File: src/isc_consts.svh
/*
 interrupt status collector constants: offsets, bit positions, reset values.
 assumes inclusion by the design file and the bench, not by isc_pkg.sv.
*/
`ifndef ISC_CONSTS_SVH
`define ISC_CONSTS_SVH
`define ISC_OFF_INTERRUPT_STATUS 8'h58
`define ISC_OFF_INT_EN 8'h5C
`define ISC_OFF_BYTE_TEST 8'h64
`define ISC_OFF_CTRL 8'h70
`define ISC_BYTE_TEST_VAL 32'h87654321
`define ISC_STS_RESET 32'h00000000
`define ISC_EN_RESET 32'h00000000
`define ISC_STS_MASK 32'h83BFE7DF
`define ISC_WC_MASK 32'h83BBE7DF
`define ISC_BIT_SW 31
`define ISC_BIT_TXSTOP 25
`define ISC_BIT_RXSTOP 24
`define ISC_BIT_DFH 23
`define ISC_BIT_TXIOC 21
`define ISC_BIT_RXDMA 20
`define ISC_BIT_TIMER 19
`define ISC_BIT_PHY 18
`define ISC_BIT_PWR 17
`define ISC_BIT_TRANSMIT_STATUS_OVERFLOW_FLAG 16
`define ISC_BIT_RWT 15
`define ISC_BIT_RXE 14
`define ISC_BIT_TXE 13
`define ISC_BIT_TRANSMIT_DATA_OVERRUN_FLAG 10
`define ISC_BIT_TRANSMIT_SPACE_AVAILABLE_FLAG 9
`define ISC_BIT_TRANSMIT_STATUS_FULL_FLAG 8
`define ISC_BIT_TRANSMIT_STATUS_LEVEL_FLAG 7
`define ISC_BIT_RXDF 6
`define ISC_BIT_RECEIVE_STATUS_FULL_FLAG 4
`define ISC_BIT_RECEIVE_STATUS_LEVEL_FLAG 3
`define ISC_BIT_CTRL_SWEN 0
`define ISC_RESP_OKAY 2'b00
`define ISC_RESP_SLVERR 2'b10
`endif

File: src/isc_pkg.sv
/*
 interrupt status collector types.
 assumes isc_consts.svh is on the include path.
*/
package isc_pkg;
  typedef struct packed {
    logic tx_halted;
    logic rx_halted;
    logic drop_cnt_msb;
    logic transmit_completion_flag_loaded;
    logic rx_dma_done;
    logic timer_wrap;
    logic phy_irq;
    logic power_event;
    logic tx_status_ovf;
    logic rx_long_packet;
    logic rx_error;
    logic tx_error;
    logic tx_data_write_full;
    logic tx_space_over_level;
    logic tx_status_full;
    logic tx_status_level;
    logic rx_frame_dropped;
    logic rx_status_full;
    logic rx_status_level;
    logic [2:0] io_line_events;
  } isc_src_t;
  typedef enum logic [1:0] {
    ISC_WR_IDLE = 2'b00,
    ISC_WR_RESP = 2'b01
  } isc_wr_state_t;
endpackage

File: src/isc_collector.sv
/*
 interrupt status collector: status, enable, control registers over axi4-lite.
 assumes event sources are synchronous to ref_clk_i and give one-cycle or level pulses.
*/
`timescale 1ns/1ns
`include "isc_consts.svh"

// What this block does
// - writing one clears a status flag
// - software enable high sets bit 31
// - stop requested and halted sets bit 25
// - receive halt sets bit 24
// - drop counter msb rising sets bit 23
// - completion-marked buffer loaded sets bit 21
// - receive dma count moved sets bit 20
// - timer wrap to max sets bit 19
// - bit 18 read-only phy event
// - power event sets bit 17, clearable
// - wake only on byte test write
// - power interrupt bypasses deassertion timer
// - status fifo overflow sets bit 16
// - packet over 2048 bytes sets bit 15
// - receive error sets bit 14
// - transmit error sets bit 13
// - write to full fifo sets bit 10
// - free space over threshold sets bit 9
// - status fifo full sets bits 8, 4
// - status level reached sets bits 7, 3
// - dropped frame sets bit 6
// - bits 2..0 are io line flags
// - enable masks output, not status
// - master indication when any enabled flag
module isc_collector (
  // clock and reset
  input wire logic ref_clk_i,
  input wire logic rst_i,
  // axi4-lite write address, data and response
  input wire logic [7:0] s_axi_awaddr_i,
  input wire logic s_axi_awvalid_i,
  output logic s_axi_awready_o,
  input wire logic [31:0] s_axi_wdata_i,
  input wire logic [3:0] s_axi_wstrb_i,
  input wire logic s_axi_wvalid_i,
  output logic s_axi_wready_o,
  output logic [1:0] s_axi_bresp_o,
  output logic s_axi_bvalid_o,
  input wire logic s_axi_bready_i,
  // axi4-lite read
  input wire logic [7:0] s_axi_araddr_i,
  input wire logic s_axi_arvalid_i,
  output logic s_axi_arready_o,
  output logic [31:0] s_axi_rdata_o,
  output logic [1:0] s_axi_rresp_o,
  output logic s_axi_rvalid_o,
  input wire logic s_axi_rready_i,
  // event sources
  input wire isc_pkg::isc_src_t src_i,
  input wire logic tx_stop_request_i,
  // low power state and outputs
  input wire logic low_power_i,
  output logic wake_o,
  output logic master_irq_o,
  output logic power_irq_o,
  output logic software_irq_enable_o
);
  import isc_pkg::*;

  logic [31:0] status_q, status_d;
  logic [31:0] enable_q;
  logic software_irq_enable_q;
  logic drop_msb_q, timer_wrap_q;
  logic aw_held_q, w_held_q;
  logic [7:0] aw_addr_q;
  logic [31:0] w_data_q;
  logic [3:0] w_strb_q;
  isc_wr_state_t wr_state_q;
  logic bvalid_q, rvalid_q, awready_q, wready_q, arready_q;
  logic [1:0] bresp_q, rresp_q;
  logic [31:0] rdata_q;
  logic wake_q, master_q, power_q;

  // write path decode
  wire aw_fire = s_axi_awvalid_i & awready_q;
  wire w_fire = s_axi_wvalid_i & wready_q;
  wire wr_go = (wr_state_q == ISC_WR_IDLE) & aw_held_q & w_held_q;
  wire [31:0] byte_mask = {{8{w_strb_q[3]}}, {8{w_strb_q[2]}}, {8{w_strb_q[1]}}, {8{w_strb_q[0]}}};
  wire [31:0] wr_bits = w_data_q & byte_mask;
  wire hit_sts = aw_addr_q == `ISC_OFF_INTERRUPT_STATUS;
  wire hit_en = aw_addr_q == `ISC_OFF_INT_EN;
  wire hit_bt = aw_addr_q == `ISC_OFF_BYTE_TEST;
  wire hit_ctrl = aw_addr_q == `ISC_OFF_CTRL;
  wire wr_known = hit_sts | hit_en | hit_bt | hit_ctrl;
  wire [31:0] clear_mask = (wr_go & hit_sts) ? (wr_bits & `ISC_WC_MASK) : 32'h00000000;

  // read path decode
  wire ar_fire = s_axi_arvalid_i & arready_q;
  wire rd_sts = s_axi_araddr_i == `ISC_OFF_INTERRUPT_STATUS;
  wire rd_en = s_axi_araddr_i == `ISC_OFF_INT_EN;
  wire rd_bt = s_axi_araddr_i == `ISC_OFF_BYTE_TEST;
  wire rd_ctrl = s_axi_araddr_i == `ISC_OFF_CTRL;
  wire rd_known = rd_sts | rd_en | rd_bt | rd_ctrl;
  wire [31:0] rd_mux = rd_sts ? status_q : rd_en ? (enable_q & `ISC_STS_MASK) : rd_bt ? `ISC_BYTE_TEST_VAL
    : rd_ctrl ? {31'h0, software_irq_enable_q} : 32'h00000000;

  // event set vector
  logic [31:0] set_v;
  always_comb begin
    set_v = 32'h00000000;
    set_v[`ISC_BIT_SW] = software_irq_enable_q;
    set_v[`ISC_BIT_TXSTOP] = tx_stop_request_i & src_i.tx_halted;
    set_v[`ISC_BIT_RXSTOP] = src_i.rx_halted;
    set_v[`ISC_BIT_DFH] = src_i.drop_cnt_msb & ~drop_msb_q;
    set_v[`ISC_BIT_TXIOC] = src_i.transmit_completion_flag_loaded;
    set_v[`ISC_BIT_RXDMA] = src_i.rx_dma_done;
    set_v[`ISC_BIT_TIMER] = src_i.timer_wrap & ~timer_wrap_q;
    set_v[`ISC_BIT_PWR] = src_i.power_event;
    set_v[`ISC_BIT_TRANSMIT_STATUS_OVERFLOW_FLAG] = src_i.tx_status_ovf;
    set_v[`ISC_BIT_RWT] = src_i.rx_long_packet;
    set_v[`ISC_BIT_RXE] = src_i.rx_error;
    set_v[`ISC_BIT_TXE] = src_i.tx_error;
    set_v[`ISC_BIT_TRANSMIT_DATA_OVERRUN_FLAG] = src_i.tx_data_write_full;
    set_v[`ISC_BIT_TRANSMIT_SPACE_AVAILABLE_FLAG] = src_i.tx_space_over_level;
    set_v[`ISC_BIT_TRANSMIT_STATUS_FULL_FLAG] = src_i.tx_status_full;
    set_v[`ISC_BIT_RECEIVE_STATUS_FULL_FLAG] = src_i.rx_status_full;
    set_v[`ISC_BIT_TRANSMIT_STATUS_LEVEL_FLAG] = src_i.tx_status_level;
    set_v[`ISC_BIT_RECEIVE_STATUS_LEVEL_FLAG] = src_i.rx_status_level;
    set_v[`ISC_BIT_RXDF] = src_i.rx_frame_dropped;
    set_v[2:0] = src_i.io_line_events;
  end

  // sticky flags, set wins over clear; phy bit follows its source
  always_comb begin
    status_d = (set_v | (status_q & ~clear_mask)) & `ISC_STS_MASK;
    status_d[`ISC_BIT_PHY] = src_i.phy_irq;
  end

  always_ff @(posedge ref_clk_i or posedge rst_i) begin
    if (rst_i) begin
      status_q <= `ISC_STS_RESET;
      drop_msb_q <= 1'b0;
      timer_wrap_q <= 1'b0;
    end else begin
      status_q <= status_d;
      drop_msb_q <= src_i.drop_cnt_msb;
      timer_wrap_q <= src_i.timer_wrap;
    end
  end

  // enable and control registers
  always_ff @(posedge ref_clk_i or posedge rst_i) begin
    if (rst_i) begin
      enable_q <= `ISC_EN_RESET;
      software_irq_enable_q <= 1'b0;
    end else if (wr_go) begin
      if (hit_en)
        enable_q <= (enable_q & ~byte_mask) | (wr_bits & `ISC_STS_MASK);
      if (hit_ctrl & w_strb_q[0])
        software_irq_enable_q <= w_data_q[`ISC_BIT_CTRL_SWEN];
    end
  end

  // outputs: master indication, power interrupt, wake
  always_ff @(posedge ref_clk_i or posedge rst_i) begin
    if (rst_i) begin
      master_q <= 1'b0;
      power_q <= 1'b0;
      wake_q <= 1'b0;
    end else begin
      master_q <= |(status_d & enable_q);
      power_q <= status_d[`ISC_BIT_PWR] & enable_q[`ISC_BIT_PWR];
      wake_q <= wr_go & hit_bt & low_power_i;
    end
  end

  // write channel handshake
  always_ff @(posedge ref_clk_i or posedge rst_i) begin
    if (rst_i) begin
      aw_held_q <= 1'b0;
      w_held_q <= 1'b0;
      awready_q <= 1'b0;
      wready_q <= 1'b0;
      aw_addr_q <= 8'h00;
      w_data_q <= 32'h00000000;
      w_strb_q <= 4'h0;
      wr_state_q <= ISC_WR_IDLE;
      bvalid_q <= 1'b0;
      bresp_q <= `ISC_RESP_OKAY;
    end else begin
      awready_q <= ~aw_held_q & ~aw_fire & (wr_state_q == ISC_WR_IDLE);
      wready_q <= ~w_held_q & ~w_fire & (wr_state_q == ISC_WR_IDLE);
      if (aw_fire) begin
        aw_held_q <= 1'b1;
        aw_addr_q <= {s_axi_awaddr_i[7:2], 2'b00};
      end
      if (w_fire) begin
        w_held_q <= 1'b1;
        w_data_q <= s_axi_wdata_i;
        w_strb_q <= s_axi_wstrb_i;
      end
      case (wr_state_q)
        ISC_WR_IDLE: begin
          if (wr_go) begin
            aw_held_q <= 1'b0;
            w_held_q <= 1'b0;
            bvalid_q <= 1'b1;
            bresp_q <= wr_known ? `ISC_RESP_OKAY : `ISC_RESP_SLVERR;
            wr_state_q <= ISC_WR_RESP;
          end
        end
        ISC_WR_RESP: begin
          if (s_axi_bready_i) begin
            bvalid_q <= 1'b0;
            wr_state_q <= ISC_WR_IDLE;
          end
        end
        default: begin
          wr_state_q <= ISC_WR_IDLE;
        end
      endcase
    end
  end

  // read channel handshake
  always_ff @(posedge ref_clk_i or posedge rst_i) begin
    if (rst_i) begin
      arready_q <= 1'b0;
      rvalid_q <= 1'b0;
      rdata_q <= 32'h00000000;
      rresp_q <= `ISC_RESP_OKAY;
    end else begin
      arready_q <= ~rvalid_q & ~ar_fire;
      if (ar_fire) begin
        rvalid_q <= 1'b1;
        rdata_q <= rd_mux;
        rresp_q <= rd_known ? `ISC_RESP_OKAY : `ISC_RESP_SLVERR;
      end else if (rvalid_q & s_axi_rready_i) begin
        rvalid_q <= 1'b0;
      end
    end
  end

  assign s_axi_awready_o = awready_q;
  assign s_axi_wready_o = wready_q;
  assign s_axi_bvalid_o = bvalid_q;
  assign s_axi_bresp_o = bresp_q;
  assign s_axi_arready_o = arready_q;
  assign s_axi_rvalid_o = rvalid_q;
  assign s_axi_rdata_o = rdata_q;
  assign s_axi_rresp_o = rresp_q;
  assign wake_o = wake_q;
  assign master_irq_o = master_q;
  assign power_irq_o = power_q;
  assign software_irq_enable_o = software_irq_enable_q;

  // checks
  property p_clear_takes;
    @(posedge ref_clk_i) disable iff (rst_i)
      (wr_go && hit_sts && wr_bits[`ISC_BIT_TXE] && !set_v[`ISC_BIT_TXE]) |=> !status_q[`ISC_BIT_TXE];
  endproperty
  a_clear_takes: assert property (p_clear_takes) else $error("written one did not clear flag");

  property p_sw_set;
    @(posedge ref_clk_i) disable iff (rst_i)
      software_irq_enable_q |=> status_q[`ISC_BIT_SW];
  endproperty
  a_sw_set: assert property (p_sw_set) else $error("software flag not set");

  property p_txstop;
    @(posedge ref_clk_i) disable iff (rst_i)
      (tx_stop_request_i && src_i.tx_halted) |=> status_q[`ISC_BIT_TXSTOP];
  endproperty
  a_txstop: assert property (p_txstop) else $error("transmit stop flag missing");

  property p_dfh;
    @(posedge ref_clk_i) disable iff (rst_i)
      $rose(src_i.drop_cnt_msb) |-> ##1 status_q[`ISC_BIT_DFH];
  endproperty
  a_dfh: assert property (p_dfh) else $error("drop half flag missing");

  property p_phy_ro;
    @(posedge ref_clk_i) disable iff (rst_i)
      ##1 status_q[`ISC_BIT_PHY] == $past(src_i.phy_irq);
  endproperty
  a_phy_ro: assert property (p_phy_ro) else $error("phy bit not following source");

  property p_pwr_irq;
    @(posedge ref_clk_i) disable iff (rst_i)
      (src_i.power_event && enable_q[`ISC_BIT_PWR]) |=> power_irq_o && master_irq_o;
  endproperty
  a_pwr_irq: assert property (p_pwr_irq) else $error("power interrupt held off");

  property p_wake;
    @(posedge ref_clk_i) disable iff (rst_i)
      wake_o |-> $past(wr_go && hit_bt && low_power_i);
  endproperty
  a_wake: assert property (p_wake) else $error("wake without byte test write");

  property p_master;
    @(posedge ref_clk_i) disable iff (rst_i)
      ##1 (master_irq_o == |(status_q & enable_q)) || $past(wr_go && hit_en);
  endproperty
  a_master: assert property (p_master) else $error("master indication mismatch");

  property p_reserved;
    @(posedge ref_clk_i) disable iff (rst_i)
      (status_q & ~`ISC_STS_MASK) == 32'h00000000;
  endproperty
  a_reserved: assert property (p_reserved) else $error("reserved status bit set");

  property p_write_resp;
    @(posedge ref_clk_i) disable iff (rst_i)
      wr_go |=> s_axi_bvalid_o;
  endproperty
  a_write_resp: assert property (p_write_resp) else $error("write response missing");

  property p_rxstop;
    @(posedge ref_clk_i) disable iff (rst_i)
      src_i.rx_halted |=> status_q[`ISC_BIT_RXSTOP];
  endproperty
  a_rxstop: assert property (p_rxstop) else $error("receive stop flag missing");

  property p_timer;
    @(posedge ref_clk_i) disable iff (rst_i)
      $rose(src_i.timer_wrap) |-> ##1 status_q[`ISC_BIT_TIMER];
  endproperty
  a_timer: assert property (p_timer) else $error("timer wrap flag missing");

  property p_pwr_flag;
    @(posedge ref_clk_i) disable iff (rst_i)
      src_i.power_event |=> status_q[`ISC_BIT_PWR];
  endproperty
  a_pwr_flag: assert property (p_pwr_flag) else $error("power event flag missing");

  property p_io_lines;
    @(posedge ref_clk_i) disable iff (rst_i)
      (src_i.io_line_events != 3'h0) |=> (status_q[2:0] & $past(src_i.io_line_events)) == $past(src_i.io_line_events);
  endproperty
  a_io_lines: assert property (p_io_lines) else $error("io line flag missing");

  property p_zero_keeps;
    @(posedge ref_clk_i) disable iff (rst_i)
      (wr_go && hit_sts && !wr_bits[`ISC_BIT_RXE] && status_q[`ISC_BIT_RXE]) |=> status_q[`ISC_BIT_RXE];
  endproperty
  a_zero_keeps: assert property (p_zero_keeps) else $error("written zero cleared flag");
endmodule

File: config.mk
export PLATFORM = sky130hd
export DESIGN_NAME = isc_collector
export DESIGN_NICKNAME = d
export VERILOG_FILES = /design/src/isc_pkg.sv /design/src/isc_collector.sv
export VERILOG_INCLUDE_DIRS = /design/src
export SDC_FILE = /design/constraint.sdc
export NUM_CORES = 1
export LEC_CHECK = 0
export BUFFER_PORTS_ARGS = -buffer_cell sky130_fd_sc_hd__buf_2
export CAP_MARGIN = 20
export CORE_MARGIN = 5
export CORE_UTILIZATION = 35
export CTS_BUF_LIST = sky130_fd_sc_hd__clkbuf_16
export CTS_CLUSTER_DIAMETER = 60
export DETAILED_ROUTE_END_ITERATION = 7
export PLACE_DENSITY = 0.62
export RECOVER_POWER = 25
export SETUP_SLACK_MARGIN = 0.5
export SKIP_CTS_REPAIR_TIMING = 1
export SLEW_MARGIN = 20
export SYNTH_ARGS = -nofsm -noshare
export SYNTH_HDL_FRONTEND = slang
export SYNTH_SLANG_ARGS = --single-unit
File: constraint.sdc
create_clock -name ref_clk_i -period 8.48 [get_ports ref_clk_i]
set_clock_uncertainty 0.05 [all_clocks]
set_input_delay 0.424 -clock ref_clk_i [delete_from_list [all_inputs] [get_ports ref_clk_i]]
set_output_delay 0.424 -clock ref_clk_i [all_outputs]
set_load 0.01 [all_outputs]
* After elaboration in Yosys (flattened, before gate mapping)
Index checks and enable logic that the tools add are counted.
** Operators by class
- Bitwise logic cells :: 41
- Shift-type cells :: 0
- Multiplexer cells :: 21
- Reductions and logical operators :: 9
- Add/subtract/negate cells :: 0
- Equal/unequal tests :: 11
- Divide/modulo/power cells :: 0
- $mul :: 0
- Magnitude comparators :: 0
** Operators with widths (number)
- $and 32x32->32 :: 4
- $mux 32 :: 4
- $not 32->32 :: 2
- $or 32x32->32 :: 2
- $eq 8x7->1 const B :: 4
- $reduce_or 32->1 :: 1
- $eq 6x5->1 const B :: 4
- $and 1x1->1 :: 19
- $mux 1 :: 11
- $mux 2 :: 4
- $not 1->1 :: 8
- $reduce_and 2->1 :: 4
- $or 1x1->1 :: 6
- $ne 2x2->1 const B :: 2
- $pmux 2 s2 :: 1
- $reduce_bool 2->1 :: 2
- $reduce_and 3->1 :: 1
- $eq 2x1->1 const B :: 1
- $logic_not 2->1 :: 1
- $pmux 1 s2 :: 1
** Storage, ports and cells
- ROM bits :: 0
- RAM bits :: 0
- Logic and storage cells :: 104
- Bits in registers :: 148
- Bits in latches :: 0
- Memories :: 0
- Bits of input ports :: 83

* Depth between registers and ports, before layout
Gate-level depths: netlist of run 1.
- Depth in word-level cells :: 10
- Gate-level depth with buffers :: 7
- Depth with buffers taken out :: 6

* Worst setup path after synthesis of run 1
Ideal clock, no wire load.
- Kind :: reg2reg
- From :: reg, netlist name s_axi_bvalid_o
- To :: reg master_q, in the netlist master_irq_o
- Setup slack :: 6.465 ns
- Data required time :: 8.294 ns
- Setup time :: 0.136 ns
- Cell stages (with the launch flop) :: 7
- Arrival :: 1.829 ns
- Cells stage by stage :: dfrtp_1 nand3b_4 o41a_1 or2_4 a2111oi_2 and4_1 nand4_1
** RTL lines
- end signal: assignment :: line isc_collector.sv:169 : master_q <= |(status_d & enable_q);
- end: declaration :: line isc_collector.sv:80 : logic wake_q, master_q, power_q;

* Worst setup path after layout of run 1
- From :: reg aw_addr_q[2]
- To :: reg master_q, in the netlist master_irq_o
** Between the ends
- Cells in the longest elaborated chain, start to end :: 8
** Ends and longest elaborated chain
- start: declaration :: line isc_collector.sv:73 : logic [7:0] aw_addr_q;
- start signal: assignment :: line isc_collector.sv:193 : aw_addr_q <= {s_axi_awaddr_i[7:2], 2'b00};
- $eq 6x5->1 (no line)
- $and 1x1->1 :: line isc_collector.sv:93 : wire [31:0] clear_mask = (wr_go & hit_sts) ? (wr_bits & `ISC_WC_MASK) : 32'h00000000;
- $mux 32 :: line isc_collector.sv:93
- $not 32->32 :: line isc_collector.sv:133 : status_d = (set_v | (status_q & ~clear_mask)) & `ISC_STS_MASK;
- $and 32x32->32 :: line isc_collector.sv:133
- $or 32x32->32 :: line isc_collector.sv:133
- $and 32x32->32 :: line isc_collector.sv:169
- $reduce_or 32->1 :: line isc_collector.sv:169
Every way passes these cells.
A chain may end at the register's enable or synchronous reset.

==> results of run 1 <==
## worst paths after layout
check | from | to | slack, ns | cells past startpoint
setup / recovery | aw_addr_q[2] | master_irq_o | 5.79 | 6
hold / removal | src_i[15] | status_q[18] | 0.08 | 1
setup reg to reg | aw_addr_q[2] | master_irq_o | 5.79 | 6
hold reg to reg | s_axi_rvalid_o | s_axi_arready_o | 0.40 | 1
max in group asynchronous | rst_i | async pin | 6.07 | 3
min in group asynchronous | rst_i | status_q[2] | 0.56 | 2
## synth_stat cells (2+ instances only)
| cell | number | share of area |
|---|---|---|
| inv_1 | 22 | 0.016 |
| a22oi_1 | 11 | 0.016 |
| nor2_1 | 10 | 0.0073 |
| nand4b_1 | 3 | 0.0051 |
| a22o_1 | 3 | 0.0051 |
| buf_2 | 3 | 0.0029 |
| nor3_1 | 3 | 0.0029 |
| o21ai_0 | 38 | 0.037 |
| nor4b_1 | 2 | 0.0034 |
| buf_4 | 10 | 0.015 |
| nand3b_1 | 2 | 0.0029 |
| a41oi_1 | 12 | 0.021 |
| a21oi_1 | 8 | 0.0078 |
| nor4_1 | 3 | 0.0037 |
| clkbuf_1 | 8 | 0.0059 |
| mux2i_1 | 14 | 0.027 |
| mux2_2 | 55 | 0.12 |
| dfrtp_1 | 118 | 0.58 |
| nor2b_1 | 4 | 0.0049 |
| nand3_1 | 14 | 0.014 |
| a21o_1 | 13 | 0.019 |
| o22ai_1 | 2 | 0.0024 |
| and2_1 | 6 | 0.0073 |
| nand2_1 | 47 | 0.034 |
## layout make-up
class,instances,area (sq um)
sequential,118,2950
timing repair buffer,113,569
clock inverter,14,57.6
fill,1385,8130
clock buffer,17,425
multi-input combinational,279,1980
tap,184,230
inverter,22,83.8
## kinds of logic (layout without fill, tap and decap cells)
logic type             count (synthesis)  after routing  synth area share
AO/OA/AOI/OAI                         94             94             0.122
XOR/XNOR                               2              2           0.00342
buffers and inverters                 44            166            0.0403
flip-flops                           118            118             0.577
multiplexers                          69             69             0.148
other                                  1              8          0.000732
AND/OR/NAND/NOR                      106            106             0.109
## layer usage
| layer | vias to the layer above | global-route usage | share of wire |
|---|---|---|---|
| met3 | 22 | 0.0589 | 0.072 |
| met2 | 137 | 0.250 | 0.47 |
| li1 | 1789 | - | - |
| met5 | - | 0 | 0.00053 |
| met4 | 2 | 0.0690 | 0.019 |
| met1 | 1852 | 0.209 | 0.44 |
## worst max-delay path, stage by stage, from the launching register on
cell	delay [ns]
dfrtp_1	0.60
nor2b_1	0.59
buf_4	0.28
a41oi_1	0.19
nor4_1	0.43
and4_1	0.29
nand4_1	0.11
## power groups by stage
stage / Sequential, mW / Combinational [mW] / Clock (mW)
6_report: 0.815 / 0.368 / 0.589
4_1_cts: 0.816 / 0.379 / 0.605
3_5_place_dp: 0.822 / 0.377 / 0
3_3_place_gp: 0.815 / 0.366 / 0
5_1_grt: 0.832 / 0.411 / 0.634
2_1_floorplan: 0.785 / 0.272 / 0
==> metrics.txt, run 1 <==
synthesized instance count=434; vias post-DR=3802; first-pass GRT wire length=20900 microns; GPL Wtd Cong=0.792; clk slew on worst S/H paths=0.05 ns; final cycle utilization of the critical path=0.317; Seq/Total Area, Yosys=0.577; Switching Share=0.302; Slew Limit Headroom=-0.553; Req. time, crit path=8.70 ns; vias in the first global route=3941; Leak=3.00 nW; PortBufs=108; Worst Hold Class=input port to register; share of layout cells above drive strength 1=0.341; total CTS buffers=17; final core occ=0.437; fmax=0.372 GHz; Sink Count=118; Seq pwr share=0.460; global-route usage over all layers=0.163; worst slew pin tran=2.32 ns; maxcap violations=1; Tmin final=2.69 ns; largest net degree at the start of global routing=69; clock root cell=clkbuf_16; Crit Path Max Fanout=16; placed cells=716; 1st-pass router iterations=7; critical path startpoint category=register; commonest non-fill, non-tap cell in the layout=dfrtp_1; Longest Clk Path Bufs=2; post-synth cell types=47; Yosys Warn Count=0; Power Total=1.77 mW; Int Pwr=1.24 mW; initial antenna violation count=1; Mapped Area=5120 sq um; Final ANT Viol Nets=0; nets@finish=634; GRT Residual Overflow=0; Seq cells post-synth=118; Post-Layout Cell Count=747; n_diodes=0; initial core utilization=0.355; Die Ht=131 microns; Clock power frac=0.332; H-tree Lvls=4; Die X=131 microns; worst skew pair latency=0.41 ns; EDFF count, synth=0; die area=17100 sq um; DRC violations left=0; Core Region=14400 sq um; DR iter-0 viols=252; Worst setup EP type=register; DR WL/cell=17.8 microns; failing checks=max-capacitance violations, max-slew violations; DRT Wirelength=13300 microns; num rows=44; maximum vdd drop=0.000148 V; Vias/cell=5.09; Synth Area per Inst=11.8 sq um; CP Class=register to register; WHS=0.0814 ns; DP HPWL=9260 microns; fraction of registers with async set/reset=1.00; power per cell area=282 nW/um^2; top_reg_cell synth=dfrtp_1; post-route setup slack=5.79 ns; Logic pwr share=0.208; synthesis-to-finish area growth=23.0%; switching power=0.535 mW; CTS tree=built; # setup viols final=0; # IOs=128; outcome=complete, but fails checks; design area=6300 sq um; worst slack at placement=5.72 ns; Hold Fails Final Rpt=0; most frequent cells in the layout=dfrtp_1 (118), buf_2 (104), mux2_2 (55), nand2_1 (47), o21ai_0 (38); Setup TNS Final=0 ns; WP data arrival=2.91 ns; RSZ-0062 raised after global routing=false; Slew Limit Fails=52; Area after DPL=5840 sq um
Note: power is estimated with default switching activity, not from simulation.
==> run 2: changes to the inputs <==
Clock period 8.48 ns to 2.7 ns, I/O delays scaled along.
==> run 2 against run 1 <==
Compared with the run above: the run still ends with max-capacitance violations, max-slew violations left; critical path depth rose by 1; utilization is 5.9 points higher; global-route usage decreased by 0.60 points; via count rose by 6.6%; register-to-register slack lost 5.3 ns; hold slack got worse by 0.075 ns; clock power rose to 3.2 times the previous value; sequential share of layout area down 5.6 points; largest cell class unchanged; highest routed layer is now met4.
==> metrics.txt, run 2 (synthesis gave the netlist of run 1 again) <==
fmax=0.458 GHz; Sink Count=118; maximum vdd drop=0.000490 V; critical path launch point=aw_addr_q[7]; post-route setup slack=0.519 ns; maxcap violations=1; Power Total=5.87 mW; design area=7150 sq um; PortBufs=108; n_diodes=0; Leak=3.29 nW; Crit Path Max Fanout=14; DR WL/cell=16.4 microns; clk slew on worst S/H paths=0.05 ns; GPL Wtd Cong=0.823; die area=17100 sq um; hold wc startpoint=s_axi_araddr_i[0]; worst slew pin tran=1.52 ns; Tmin final=2.18 ns; final cycle utilization of the critical path=0.808; reg2reg end=master_irq_o; DRT Wirelength=13600 microns; worst slack at placement=0.338 ns; Post-Layout Cell Count=826; # setup viols final=0; initial core utilization=0.355; total CTS buffers=17; first-pass GRT wire length=20400 microns; vias post-DR=4053; outcome=complete, but fails checks; initial antenna violation count=0; CTS tree=built; # IOs=128; vias in the first global route=3983; num rows=44; clock root cell=clkbuf_16; Area after DPL=5930 sq um; DRC violations left=0; Longest Clk Path Bufs=2; Core Region=14400 sq um; RSZ-0062 raised after global routing=true; Slew Limit Fails=31; power per cell area=820 nW/um^2; largest net degree at the start of global routing=47; global-route usage over all layers=0.157; Hold Path Stages=4; Filler cells=1343; synthesis-to-finish area growth=39.7%; placed cells=723; setup slack, reg-to-reg=0.52 ns; Worst setup EP type=register; DR iter-0 viols=241; WP data arrival=2.40 ns; Req. time, crit path=2.92 ns; Setup TNS Final=0 ns; worst skew pair latency=0.41 ns; share of layout cells above drive strength 1=0.293; nets@finish=714; reg2reg start=aw_addr_q[7]; most frequent cells in the layout=dfrtp_1 (117), buf_2 (77), dlygate4sd3_1 (62), mux2_2 (55), nand2_1 (47); GRT Residual Overflow=0; Final ANT Viol Nets=0; Vias/cell=4.91; WHS=0.00644 ns; Hold Fails Final Rpt=0; failing checks=max-capacitance violations, max-slew violations; Die X=131 microns; CP Class=register to register; H-tree Lvls=4; 1st-pass router iterations=4; final core occ=0.496; commonest non-fill, non-tap cell in the layout=dfrtp_1; critical path startpoint category=register; Slew Limit Headroom=-0.0202; Worst Hold Class=input port to register; Reg2Reg Depth=7; worst hold endpoint=s_axi_rdata_o[26]; DP HPWL=9490 microns; Die Ht=131 microns
-- run 2: cell count changes in the layout (fill, tap and decap cells not counted), moves of 3 or more --
| cell | change |
|---|---|
| buf_12 | +3 |
| dlygate4sd3_1 | +62 |
| buf_2 | -27 |
| buf_4 | +14 |
| clkbuf_1 | +26 |
-- run 2: layout make-up --
class | instances | area, sq um | area share
Sequential cell | 118 | 2950 | 0.413
Multi-Input combinational cell | 279 | 2030 | 0.284
Timing Repair Buffer | 193 | 1350 | 0.189
Clock buffer | 17 | 425 | 0.0595
Tap cell | 184 | 230 | 0.0322
Inverter | 22 | 83.8 | 0.0117
Clock inverter | 13 | 77.6 | 0.0108
-- run 2: layer usage --
metal | global-route usage | vias up | routed length (microns)
met4 | 0.0623 | 0 | 220
met5 | 0 | - | 0
met2 | 0.247 | 97 | 6620
met3 | 0.0472 | 19 | 659
li1 | - | 1952 | -
met1 | 0.204 | 1985 | 6060
-- run 2: power by group --
group          internal (mW)  switching (mW)  total (mW)
Combinational          0.758           0.645        1.40
Clock                   1.21           0.704        1.91
Sequential              2.18           0.368        2.55
Total                   4.15            1.72        5.87
-- run 2: how the worst max path moves through the flow --
| stage | to | cells past startpoint |
|---|---|---|
| floorplan | master_irq_o | 6 |
| global placement | master_irq_o | 7 |
| detailed placement | master_irq_o | 7 |
| CTS | master_irq_o | 7 |
| global route | master_irq_o | 7 |
| finish | master_irq_o | 7 |
-- run 2: critical path, stage by stage, from the launching register on --
cell and delay [ns]:
dfrtp_1 0.39, nand3b_1 0.29, nor3_4 0.24, buf_12 0.17, a41oi_1 0.14, nor4_2 0.36, and4_1 0.28, nand4_1 0.12
==> run 3: changes to the inputs <==
Settings changed: PLACE_DENSITY 0.62 to 0.65.
Clock period 2.7 ns to 1.79 ns, I/O delays scaled along.
==> run 3 against run 2 <==
Compared with the run above: the flow finishes with violations (negative hold slack, negative setup slack); global-route usage rose by 1.1 points; non-clock buffer count grew 42; highest routed layer unchanged; critical path type unchanged; design area up 11%.
==> metrics.txt, run 3 (synthesis gave the netlist of run 1 again) <==
reg2reg start=aw_addr_q[7]; Setup TNS Final=-2.27 ns; WHS=-0.115 ns; Crit Path Max Fanout=3; DRT Wirelength=15800 microns; DRC violations left=0; clock root cell=clkbuf_16; Die Ht=131 microns; Slew Limit Headroom=0.279; post-route setup slack=-0.426 ns; largest net degree at the start of global routing=119; CP bufs+invs=0; GR Util met3=0.0537; worst slack at placement=-0.401 ns; Sink Count=118; critical path launch point=aw_addr_q[7]; CP max-delay cell=o41a_1; hold wc startpoint=src_i[14]; Top Usage Layer GRT=met2; M2 GR Usage=0.268; final cycle utilization of the critical path=1.24; Post-Layout Cell Count=872; RSZ-0062 raised after global routing=true; multi-input logic area=2400 sq um; Req. time, crit path=2.02 ns; Leak=3.70 nW; vias post-DR=4454; first-pass GRT wire length=21700 microns; PortBufs=108; CP Class=register to register; most frequent cells in the layout=dfrtp_1 (116), buf_2 (101), dlygate4sd3_1 (61), mux2_2 (54), buf_4 (44); H-tree Lvls=4; num rows=44; DR iter-0 viols=248; GRT met1 Usage=0.221; global-route usage over all layers=0.168; fmax=0.451 GHz; synthesis-to-finish area growth=54.4%; DP HPWL=10000 microns; die area=17100 sq um; clk slew on worst S/H paths=0.05 ns; Longest Clk Path Bufs=2; Vias/cell=5.11; # IOs=128; initial core utilization=0.355; failing checks=negative hold slack, negative setup slack; # setup viols final=25; worst skew pair latency=0.42 ns; design area=7910 sq um; vias in the first global route=4097; Worst setup EP type=register; Slew Limit Fails=0; share of layout cells above drive strength 1=0.450; nets@finish=758; initial antenna violation count=0; placed cells=751; Die X=131 microns; critical path startpoint category=register; commonest non-fill, non-tap cell in the layout=dfrtp_1; 1st-pass router iterations=4; Tmin final=2.22 ns; Final ANT Viol Nets=0; CTS tree=built; GRT Residual Overflow=0; Storage cell area=2960 sq um; GPL Wtd Cong=0.859; Hold Fails Final Rpt=2; Worst Hold Class=input port to register; WP data arrival=2.45 ns; worst slew pin tran=1.08 ns; maxcap violations=0; DR WL/cell=18.1 microns; total CTS buffers=17; Area after DPL=6250 sq um; Core Region=14400 sq um; Filler cells=1203; crit-path max cell delay=0.39 ns; worst path cell trace=nand3b_1, o41a_1, or2_4, a2111oi_2, and4_1, nand4_1; outcome=complete, but fails checks; power per cell area=1230 nW/um^2; maximum vdd drop=0.00101 V; Worst path top cell family by delay=simple AND/OR/NAND/NOR gates
## run 3: changes by cell type in the layout (fill, tap and decap cells not counted), sizes merged
cell,delta
bufinv,-1
buf,+70
clkinv,+2
diode,+1
nand2,+2
clkbuf,-27
dlygate4sd3,-1
## run 3: cell type report
class,instances,area share
antenna,1,0.000317
clock buffer,17,0.0538
clock inverter,14,0.00712
inverter,22,0.0109
multi-input combinational,281,0.304
sequential,118,0.374
tap,184,0.0291
timing repair buffer,235,0.221
## run 3: worst reg2reg max path, delay by kind of cell (launching register included)
family / cells / cell delay (ns)
AND/OR/NAND/NOR: 4 / 0.96
flip-flops: 1 / 0.37
AO/OA/AOI/OAI: 2 / 0.70
## run 3: per-stage QoR
| stage | total power [mW] | util |
|---|---|---|
| 2_1_floorplan | 5.15 | - |
| 3_3_place_gp | 6.17 | 0.433 |
| 3_5_place_dp | 6.25 | 0.433 |
| 4_1_cts | 9.10 | 0.467 |
| 5_1_grt | 10.3 | 0.548 |
| 6_report | 9.76 | 0.548 |
## run 3: per-layer routing
metal / share of wire / vias to the layer above
met4: 0.024 / 0
met3: 0.054 / 35
met2: 0.50 / 134
li1: - / 2045
met1: 0.43 / 2240
met5: 0 / -
## run 3: path summary, 6_finish.rpt
kind	cells after the start	slack, ns	to
min in group asynchronous	4	0.48	s_axi_rresp_o[1]
max	6	-0.43	master_irq_o
min	2	-0.12	status_q[17]
min reg2reg	1	0.42	s_axi_arready_o
max reg2reg	6	-0.43	master_irq_o
max in group asynchronous	4	0.39	software_irq_enable_o
## run 3: report_power, final
| group | total (mW) | switching, mW | internal, mW |
|---|---|---|---|
| Clock | 2.81 | 1.12 | 1.69 |
| Sequential | 3.94 | 0.649 | 3.29 |
| Combinational | 3.02 | 1.38 | 1.64 |
